<file path="src/design/cfg_loader_pkg.sv">
// Constants, field layout and register map of the user configuration loader
//
// Contract
// - Watchdog bit 0 enables watchdog after power-on, clocked from 10 kHz RC.
// - Power-down gate 0 keeps 10 kHz clock on; 1 follows oscillator enable.
// - Power-down gate bit only matters while the watchdog bit is 0.
// - After any reset, clock source field is copied into clock select bits.
// - Clock code 000 is external crystal, 111 is fast RC, others reserved.
// - Brown-out detect bit 0 enables brown-out detection after power-on.
// - Threshold field 00/01/10/11 selects 2.2/2.7/3.7/4.4 volts.
// - Brown-out reset bit 0 enables brown-out reset after power-on.
// - Basic PWM tri-state bit 1 forces those ports tri-state permanently.
// - After any reset, basic PWM tri-state bit loads port control bit 4.
// - Unit1 odd tri-state bit 1 forces those ports tri-state permanently.
// - After any reset, unit1 odd tri-state bit loads port control bit 3.
// - Unit1 even tri-state bit 1 forces those ports tri-state permanently.
// - After any reset, unit1 even tri-state bit loads port control bit 2.
// - Unit0 odd tri-state bit 1 forces those ports tri-state permanently.
// - After any reset, unit0 odd tri-state bit loads port control bit 1.
// - Unit0 even tri-state bit 1 forces those ports tri-state permanently.
// - After any reset, unit0 even tri-state bit loads port control bit 0.
// - A rewritten configuration word takes effect only after the next reboot.
package cfg_loader_pkg;

	localparam logic [23:0] CFG_WORD0_ADDR = 24'h300000;

	// Field positions inside the configuration word
	localparam int WDT_DIS_POS = 31;
	localparam int WDT_PDGATE_POS = 30;
	localparam int CLK_SRC_LSB = 24;
	localparam int BOD_DIS_POS = 23;
	localparam int BOD_LVL_LSB = 21;
	localparam int BOD_RST_DIS_POS = 20;
	localparam int TRI_LSB = 8;
	localparam int TRI_W = 5;

	// Clock source codes
	localparam logic [2:0] CLK_SRC_XTAL = 3'h0;
	localparam logic [2:0] CLK_SRC_FRC = 3'h7;

	// Brown-out thresholds in millivolts
	localparam logic [12:0] BOD_MV_00 = 13'h0898;
	localparam logic [12:0] BOD_MV_01 = 13'h0A8C;
	localparam logic [12:0] BOD_MV_10 = 13'h0E74;
	localparam logic [12:0] BOD_MV_11 = 13'h1130;

	// Register byte offsets
	localparam logic [7:0] REG_CFG_WORD = 8'h00;
	localparam logic [7:0] REG_STATUS = 8'h04;
	localparam logic [7:0] REG_CLK_SEL0 = 8'h08;
	localparam logic [7:0] REG_PWM_POEN = 8'h0C;

	// Status bit positions
	localparam int STAT_DONE_POS = 0;
	localparam int STAT_CLK_RSV_POS = 1;

	// Values after reset
	localparam logic [31:0] CFG_WORD_RST = 32'hFFFFFFFF;
	localparam logic [2:0] CLK_SEL_RST = 3'h7;
	localparam logic [4:0] PWM_POEN_RST = 5'h1F;

	typedef enum logic [1:0] {
		ST_FETCH = 2'b00,
		ST_APPLY = 2'b01,
		ST_DONE = 2'b10
	} load_state_e;

endpackage

</file>
<file path="src/design/user_config_word0_loader.sv">
// Loader that fetches the first configuration word and applies its fields
`timescale 1ns/1ps
module user_config_word0_loader
	import cfg_loader_pkg::*;
(
	input wire logic i_clk_sys, // System clock, 250 MHz
	input wire logic i_rst_n, // Any reset source, active low
	// Flash configuration area read port
	output logic o_flash_req, // Read request, held until valid
	output logic [23:0] o_flash_addr, // Read address
	input wire logic i_flash_valid, // Read data valid, one cycle
	input wire logic [31:0] i_flash_rdata, // Read data
	// Avalon-MM slave
	input wire logic [7:0] i_avs_address, // Byte address
	input wire logic i_avs_read, // Read request
	input wire logic i_avs_write, // Write request
	input wire logic [31:0] i_avs_writedata, // Write data
	input wire logic [3:0] i_avs_byteenable, // Byte lanes
	output logic [31:0] o_avs_readdata, // Read data
	output logic o_avs_waitrequest, // Stall
	// Controls towards clock, watchdog, brown-out and PWM logic
	input wire logic i_lirc_en, // Oscillator enable bit from power control
	output logic o_cpu_rst_hold, // CPU held in reset while high
	output logic o_wdt_enable, // Watchdog enabled
	output logic o_wdt_clk_lirc, // Watchdog clock forced to 10 kHz RC
	output logic o_lirc_run, // 10 kHz RC oscillator request
	output logic [2:0] o_clk_src, // System clock select
	output logic o_bod_enable, // Brown-out detection enabled
	output logic [12:0] o_bod_level_mv, // Brown-out threshold in mV
	output logic o_bod_reset_enable, // Brown-out reset enabled
	output logic [TRI_W-1:0] o_pwm_tristate // Port tri-state per group
);

	////////////////////////////////////////////////////////////////////
	// Load sequence

	load_state_e state_q, state_d;
	logic [31:0] word_q, word_d;
	logic wdt_en_q, lirc_force_q, clk_rsv_q, bod_en_q, bod_rst_q;
	logic [12:0] bod_mv_q;
	logic [TRI_W-1:0] tri_cfg_q, poen_q, poen_d;
	logic [2:0] clk_sel_q, clk_sel_d;

	wire dec_wdt_en;
	wire dec_lirc_force;
	wire [2:0] dec_clk_src;
	wire dec_clk_rsv;
	wire dec_bod_en;
	wire [12:0] dec_bod_mv;
	wire dec_bod_rst;
	wire [TRI_W-1:0] dec_tri;

	cfg_word_decode u_decode (
		.i_word(word_q),
		.i_lirc_en(i_lirc_en),
		.o_wdt_en(dec_wdt_en),
		.o_lirc_force(dec_lirc_force),
		.o_lirc_run(),
		.o_clk_src(dec_clk_src),
		.o_clk_rsv(dec_clk_rsv),
		.o_bod_en(dec_bod_en),
		.o_bod_mv(dec_bod_mv),
		.o_bod_rst_en(dec_bod_rst),
		.o_tri(dec_tri)
	);

	wire in_fetch = (state_q == ST_FETCH);
	wire in_apply = (state_q == ST_APPLY);
	wire load_done = (state_q == ST_DONE);
	wire fetch_hit = in_fetch & i_flash_valid;

	always_comb begin
		case (state_q)
			ST_FETCH: state_d = i_flash_valid ? ST_APPLY : ST_FETCH;
			ST_APPLY: state_d = ST_DONE;
			ST_DONE: state_d = ST_DONE;
			default: state_d = ST_FETCH;
		endcase
	end

	// Word is captured once per reset; later flash rewrites are not seen
	assign word_d = fetch_hit ? i_flash_rdata : word_q;

	always_ff @(posedge i_clk_sys or negedge i_rst_n) begin
		if (!i_rst_n) begin
			state_q <= ST_FETCH;
			word_q <= CFG_WORD_RST;
		end else begin
			state_q <= state_d;
			word_q <= word_d;
		end
	end

	// Derived controls latched in the apply cycle only
	always_ff @(posedge i_clk_sys or negedge i_rst_n) begin
		if (!i_rst_n) begin
			wdt_en_q <= 1'b0;
			lirc_force_q <= 1'b0;
			clk_rsv_q <= 1'b0;
			bod_en_q <= 1'b0;
			bod_mv_q <= BOD_MV_00;
			bod_rst_q <= 1'b0;
			tri_cfg_q <= PWM_POEN_RST;
		end else if (in_apply) begin
			wdt_en_q <= dec_wdt_en;
			lirc_force_q <= dec_lirc_force;
			clk_rsv_q <= dec_clk_rsv;
			bod_en_q <= dec_bod_en;
			bod_mv_q <= dec_bod_mv;
			bod_rst_q <= dec_bod_rst;
			tri_cfg_q <= dec_tri;
		end
	end

	////////////////////////////////////////////////////////////////////
	// Avalon-MM slave

	logic ack_q;
	logic [31:0] rdata_q;

	wire bus_req = i_avs_read | i_avs_write;
	wire bus_take = bus_req & ~ack_q & load_done;
	wire wr_take = bus_take & i_avs_write & i_avs_byteenable[0];
	wire sel_clk = (i_avs_address == REG_CLK_SEL0);
	wire sel_poen = (i_avs_address == REG_PWM_POEN);
	wire [31:0] status_word = {30'h0, clk_rsv_q, load_done};
	wire [31:0] rd_mux = (i_avs_address == REG_CFG_WORD) ? word_q :
		(i_avs_address == REG_STATUS) ? status_word :
		sel_clk ? {29'h0, clk_sel_q} :
		sel_poen ? {27'h0, poen_q} : 32'h0;

	// The apply cycle after each reset copies config fields into the select and port control regs
	assign clk_sel_d = in_apply ? dec_clk_src :
		(wr_take & sel_clk) ? i_avs_writedata[2:0] : clk_sel_q;
	assign poen_d = in_apply ? dec_tri :
		(wr_take & sel_poen) ? i_avs_writedata[TRI_W-1:0] : poen_q;

	always_ff @(posedge i_clk_sys or negedge i_rst_n) begin
		if (!i_rst_n) begin
			ack_q <= 1'b0;
			rdata_q <= 32'h0;
			clk_sel_q <= CLK_SEL_RST;
			poen_q <= PWM_POEN_RST;
		end else begin
			ack_q <= bus_take;
			rdata_q <= (bus_take & i_avs_read) ? rd_mux : rdata_q;
			clk_sel_q <= clk_sel_d;
			poen_q <= poen_d;
		end
	end

	assign o_avs_waitrequest = bus_req & ~ack_q;
	assign o_avs_readdata = rdata_q;

	////////////////////////////////////////////////////////////////////
	// Outputs

	assign o_flash_req = in_fetch;
	assign o_flash_addr = CFG_WORD0_ADDR;
	assign o_cpu_rst_hold = ~load_done;
	assign o_wdt_enable = wdt_en_q;
	assign o_wdt_clk_lirc = wdt_en_q;
	assign o_lirc_run = lirc_force_q | i_lirc_en;
	assign o_clk_src = clk_sel_q;
	assign o_bod_enable = bod_en_q;
	assign o_bod_level_mv = bod_mv_q;
	assign o_bod_reset_enable = bod_rst_q;
	// A set config bit keeps its group tri-state whatever software writes
	assign o_pwm_tristate = poen_q | tri_cfg_q;

	////////////////////////////////////////////////////////////////////
	// Assertion helpers

	logic fetch_seen_q;
	logic [TRI_W-1:0] wr_low_q;

	// Marks a taken flash word until reset; samples the low write data bits every cycle
	always_ff @(posedge i_clk_sys or negedge i_rst_n) begin
		if (!i_rst_n) begin
			fetch_seen_q <= 1'b0;
			wr_low_q <= {TRI_W{1'b0}};
		end else begin
			fetch_seen_q <= fetch_seen_q | fetch_hit;
			wr_low_q <= i_avs_writedata[TRI_W-1:0];
		end
	end

	// Clear config bit hands the group to the port control register
	for (genvar gi = 0; gi < TRI_W; gi++) begin : g_tri_chk

	end
endmodule

</file>
<file path="src/design/cfg_word_decode.sv">
// Combinational decode of the first user configuration word
`timescale 1ns/1ps
module cfg_word_decode
	import cfg_loader_pkg::*;
(
	input wire logic [31:0] i_word, // Latched configuration word
	input wire logic i_lirc_en, // Oscillator enable from power control
	output logic o_wdt_en, // Watchdog enabled
	output logic o_lirc_force, // 10 kHz clock forced on
	output logic o_lirc_run, // 10 kHz clock request
	output logic [2:0] o_clk_src, // CPU clock source code
	output logic o_clk_rsv, // Clock source code is reserved
	output logic o_bod_en, // Brown-out detection enabled
	output logic [12:0] o_bod_mv, // Brown-out threshold in mV
	output logic o_bod_rst_en, // Brown-out reset enabled
	output logic [TRI_W-1:0] o_tri // Tri-state configuration bits
);

	wire [1:0] bod_lvl = i_word[BOD_LVL_LSB +: 2];

	assign o_wdt_en = ~i_word[WDT_DIS_POS];
	assign o_lirc_force = o_wdt_en & ~i_word[WDT_PDGATE_POS];
	assign o_lirc_run = o_lirc_force | i_lirc_en;
	assign o_clk_src = i_word[CLK_SRC_LSB +: 3];
	assign o_clk_rsv = (o_clk_src != CLK_SRC_XTAL) &&
		(o_clk_src != CLK_SRC_FRC);
	assign o_bod_en = ~i_word[BOD_DIS_POS];
	assign o_bod_mv = (bod_lvl == 2'h0) ? BOD_MV_00 :
		(bod_lvl == 2'h1) ? BOD_MV_01 :
		(bod_lvl == 2'h2) ? BOD_MV_10 : BOD_MV_11;
	assign o_bod_rst_en = ~i_word[BOD_RST_DIS_POS];

	// Tri-state bits map straight onto port control bits 0..4
	genvar gi;
	generate
		for (gi = 0; gi < TRI_W; gi++) begin : g_tri
			assign o_tri[gi] = i_word[TRI_LSB + gi];
		end
	endgenerate

endmodule

</file>
<file path="config.mk">
export PLATFORM = sky130hd
export DESIGN_NAME = user_config_word0_loader
export DESIGN_NICKNAME = d
export VERILOG_FILES = /design/src/design/cfg_loader_pkg.sv /design/src/design/user_config_word0_loader.sv /design/src/design/cfg_word_decode.sv
export SDC_FILE = /design/constraint.sdc
export NUM_CORES = 1
export LEC_CHECK = 0
export BUFFER_PORTS_ARGS = -buffer_cell sky130_fd_sc_hd__buf_2
export CAP_MARGIN = 15
export CORE_MARGIN = 4
export CORE_UTILIZATION = 45
export CTS_CLUSTER_SIZE = 8
export DETAILED_ROUTE_END_ITERATION = 16
export GPL_ROUTABILITY_DRIVEN = 0
export PLACE_DENSITY = 0.74
export SYNTH_ARGS = -nofsm -noshare
export SYNTH_HDL_FRONTEND = slang
export SYNTH_SLANG_ARGS = --single-unit
</file>
<file path="constraint.sdc">
create_clock -name i_clk_sys -period 2.7 [get_ports i_clk_sys]
set_input_delay 0.135 -clock i_clk_sys [delete_from_list [all_inputs] [get_ports i_clk_sys]]
set_output_delay 0.135 -clock i_clk_sys [all_outputs]
set_load 0.02 [all_outputs]
</file>
==> results.sh <==
export IMPL_max_slew_worst_pin_slew_ns=1.01
export IMPL_slew_headroom_pct=32.6
export IMPL_numCtsBuffers=9
export IMPL_ys_dominant_reg_cell="dfstp_2"
export IMPL_worst_hold_path_type="primary input to flip-flop"
export IMPL_cts_root_buf="clkbuf_8"
export IMPL_achievable_frequency_mhz=539
export IMPL_ys_warnings_count=0
export IMPL_layout_nets=529
export IMPL_vias=2872
export IMPL_period_minus_slack_ns=1.85
export IMPL_synth_area_um2=4180
export IMPL_cts_reportedPaths_clkPinSlew_ns=0.09
export IMPL_portBuffers=110
export IMPL_route_final_wire_length_mm=8.93
export IMPL_clock_sink_count=92
export IMPL_hold_path_cell_count=2
export IMPL_placedInstanceArea_um2=4720
export IMPL_worst_slack_at_placement_ns=0.872
export IMPL_cts_repair_timing_setup_buffer_count=0
export IMPL_worst_setup_path_type="flip-flop to flip-flop"
export IMPL_design_area_um2=4990
export IMPL_tritoncts_clock_tree="yes"
export IMPL_cts_hold_buffers=4
export IMPL_fraction_of_final_layout_cells_sized_beyond_drive_strength_1_pct=52.6
export IMPL_worstReg2RegEnd="o_avs_readdata[2]"
export IMPL_grt_first_pass_wirelength_mm=14.6
export IMPL_sequential_to_total_area_share_from_yosys_stat_pct=56.5
export IMPL_worstSkewPairLatency_ns=0.35
export IMPL_powerDensity_nw_per_um2=1010
export IMPL_detail_routed_via_count_per_cell=5.21
export IMPL_final_instance_count_excl_fillers=551
export IMPL_grt_start_max_net_pins=84
export IMPL_cp_max_fo=22
export IMPL_drt_first_iter_violations=116
export IMPL_maxCapViolCount=0
export IMPL_fin_worst_skew_ns=0.0104
export IMPL_die_area_um2=10900
export IMPL_core_area_um2=8890
export IMPL_worst_ep_required_time_ns=2.93
export IMPL_synthCells=325
export IMPL_areaGrowthSynthToFinish_pct=19.3
export IMPL_reg2reg_from="state_q[0]"
export IMPL_die_span_in_x_um=104
export IMPL_io_pins=167
export IMPL_ir_drop_worst_vdd_mv=0.471
export IMPL_die_height_um=104
export IMPL_timing_max_transition_violations_final=0
export IMPL_power_leakage_nw=2.40
export IMPL_antenna_diode_count=0
export IMPL_yosysUniqueCellTypes=42
export IMPL_grt_usage_pct=16.5
export IMPL_setup_total_negative_slack_ns=0
export IMPL_setup_reg_to_reg_worst_slack_ns=0.85
export IMPL_cp_end_kind="flip-flop"
export IMPL_whs_endpoint="word_q[29]"
export IMPL_cts_repair_resize_count=0
export IMPL_residual_antenna_violating_net_count_after_detailed_routing=0
export IMPL_min_period_over_period_pct=68.7
export IMPL_post_route_worst_setup_slack_ns=0.846
export IMPL_num_rows=34
export IMPL_hpwlAfterDp_mm=6.36
export IMPL_grt_pass1_vias=2911
export IMPL_result_of_the_run="completed"
export IMPL_rsz_0062_raised_after_global_routing="false"
export IMPL_report_final_hold_viol_count=0
export IMPL_worstPathArrival_ns=2.08
export IMPL_report_final_setup_viol=0
export IMPL_fillers=761
export IMPL_wire_per_inst_um=16.2
export IMPL_timing_hold_worst_start="i_flash_rdata[29]"
export IMPL_overflow_left_after_global_routing=0
export IMPL_ff2ff_path_depth=5
export IMPL_drt_pass1_iter_count=4
export IMPL_postSynthAreaPerCell_um2=12.9
export IMPL_synth_edff_count=0
export IMPL_synth_seq_cells=92
export IMPL_placed_cells_incl_taps=527
export IMPL_cts_path_max_buffers=2
export IMPL_cp_start_kind="flip-flop"
export IMPL_antenna_violations_before_repair=0
export IMPL_initial_core_util_pct=47.1
export IMPL_post_route_drc_count=0
export IMPL_ys_async_sr_fraction_pct=100
export IMPL_ctsHtreeMaxLevel=3
[power breakdown]
part	switching (W)	internal [W]	total [W]	leakage (nW)
sequential	0.000342	0.00212	0.00246	1.09
combinational	0.000919	0.000748	0.00167	1.21
clock	0.000474	0.000429	0.000903	0.0927
[synth_stat cells (all sizes together) (2+ instances only)]
library cell  number  area [µm²]
a41oi              9        78.8
a22o              27         236
dfrtp             44        1100
o21ai              4        20.0
nor2b             11        68.8
nor2              10        37.5
o41ai              3        26.3
ha                 9         113
nand3b             2        15.0
nor4               2        18.8
dfstp             48        1260
conb               2        7.51
nand3              5        25.0
o31ai              5        37.5
mux2i              6        60.1
mux2              40         450
o2bb2ai            3        26.3
clkbuf            10        37.5
a31oi              2        12.5
inv               12        45.0
a21oi              9        45.0
buf               40         279
or2                6        37.5
nand2              2        7.51
[final cells by class]
type / count / area, µm² / area share, %
Tap cell: 108 / 135 / 2.71
Inverter: 12 / 45.0 / 0.902
Sequential cell: 92 / 2360 / 47.3
Timing Repair Buffer: 128 / 708 / 14.2
Multi-Input combinational cell: 195 / 1550 / 31.1
Clock inverter: 6 / 63.8 / 1.28
Clock buffer: 10 / 128 / 2.56
[worst max-delay path by stage]
stage | startpoint | end | slack, ns
after floorplan | state_q[0] | word_q[10] | 1.09
after global placement | state_q[0] | o_avs_readdata[2] | 0.88
after detailed placement | state_q[0] | o_avs_readdata[2] | 0.87
after CTS | state_q[0] | o_avs_readdata[2] | 0.85
after global routing | state_q[0] | o_avs_readdata[2] | 0.78
final | state_q[0] | o_avs_readdata[2] | 0.85
[state kept, by name (all words and copies together), names as in the netlist]
name	count
o_avs_readdata	32
word_q	32
o_bod_level_mv	7
poen_q	5
tri_cfg_q	5
o_clk_src	3
state_q	2
ack_q	1
clk_rsv_q	1
lirc_force_q	1
o_bod_enable	1
o_bod_reset_enable	1
o_wdt_clk_lirc	1
[critical path, stage by stage (launching register included)]
cell and delay (ns):
dfrtp_1 0.39, inv_1 0.09, ha_1 0.25, nand3b_1 0.30
buf_4 0.33, a221o_1 0.37
[kinds of logic after synthesis]
logic type,Yosys count,synth area share (%)
fa+ha+maj,9,2.69
other cells,2,0.179
buf+inv,62,8.64
compound gates,64,12.0
flops,92,56.5
mux,47,12.7
simple gates,49,7.33
[per-stage QoR]
stage | total power, W | hold slack [ns] | util [%]
after floorplan | 0.00366 | -0.161 | -
after global placement | 0.00409 | 0.360 | 53.1
after detailed placement | 0.00417 | 0.371 | 53.1
after CTS | 0.00508 | 0.00132 | 55.7
after global routing | 0.00536 | 0.00119 | 56.1
final | 0.00503 | 0.0177 | 56.1
[metal layers]
layer / part of all wire, % / up-vias / global-route usage (%)
met4: 0.39 / 0 / 3.70
li1: - / 1336 / -
met5: 0 / - / 0
met3: 8.6 / 4 / 6.33
met1: 43 / 1408 / 21.4
met2: 48 / 124 / 26.4
[layout by cell type (no fill, tap or decap), types with 4 or more instances in the layout]
master         netlist  layout
buf_2                4     109
dfstp_2             48      48
dfrtp_1             44      44
mux2_2              40      40
a22o_1              27      27
conb_1               2      26
inv_1               12      12
nor2b_1             11      11
buf_4               31      11
nor2_1              10      10
a41oi_1              9       9
a21oi_1              9       9
ha_1                 9       9
clkbuf_8             0       9
dlygate4sd3_1        0       8
or2_2                6       6
mux2i_1              6       6
nand3_1              5       5
o31ai_1              5       5
o21ai_0              4       4
No activity file was read; power rests on OpenSTA's default activity.
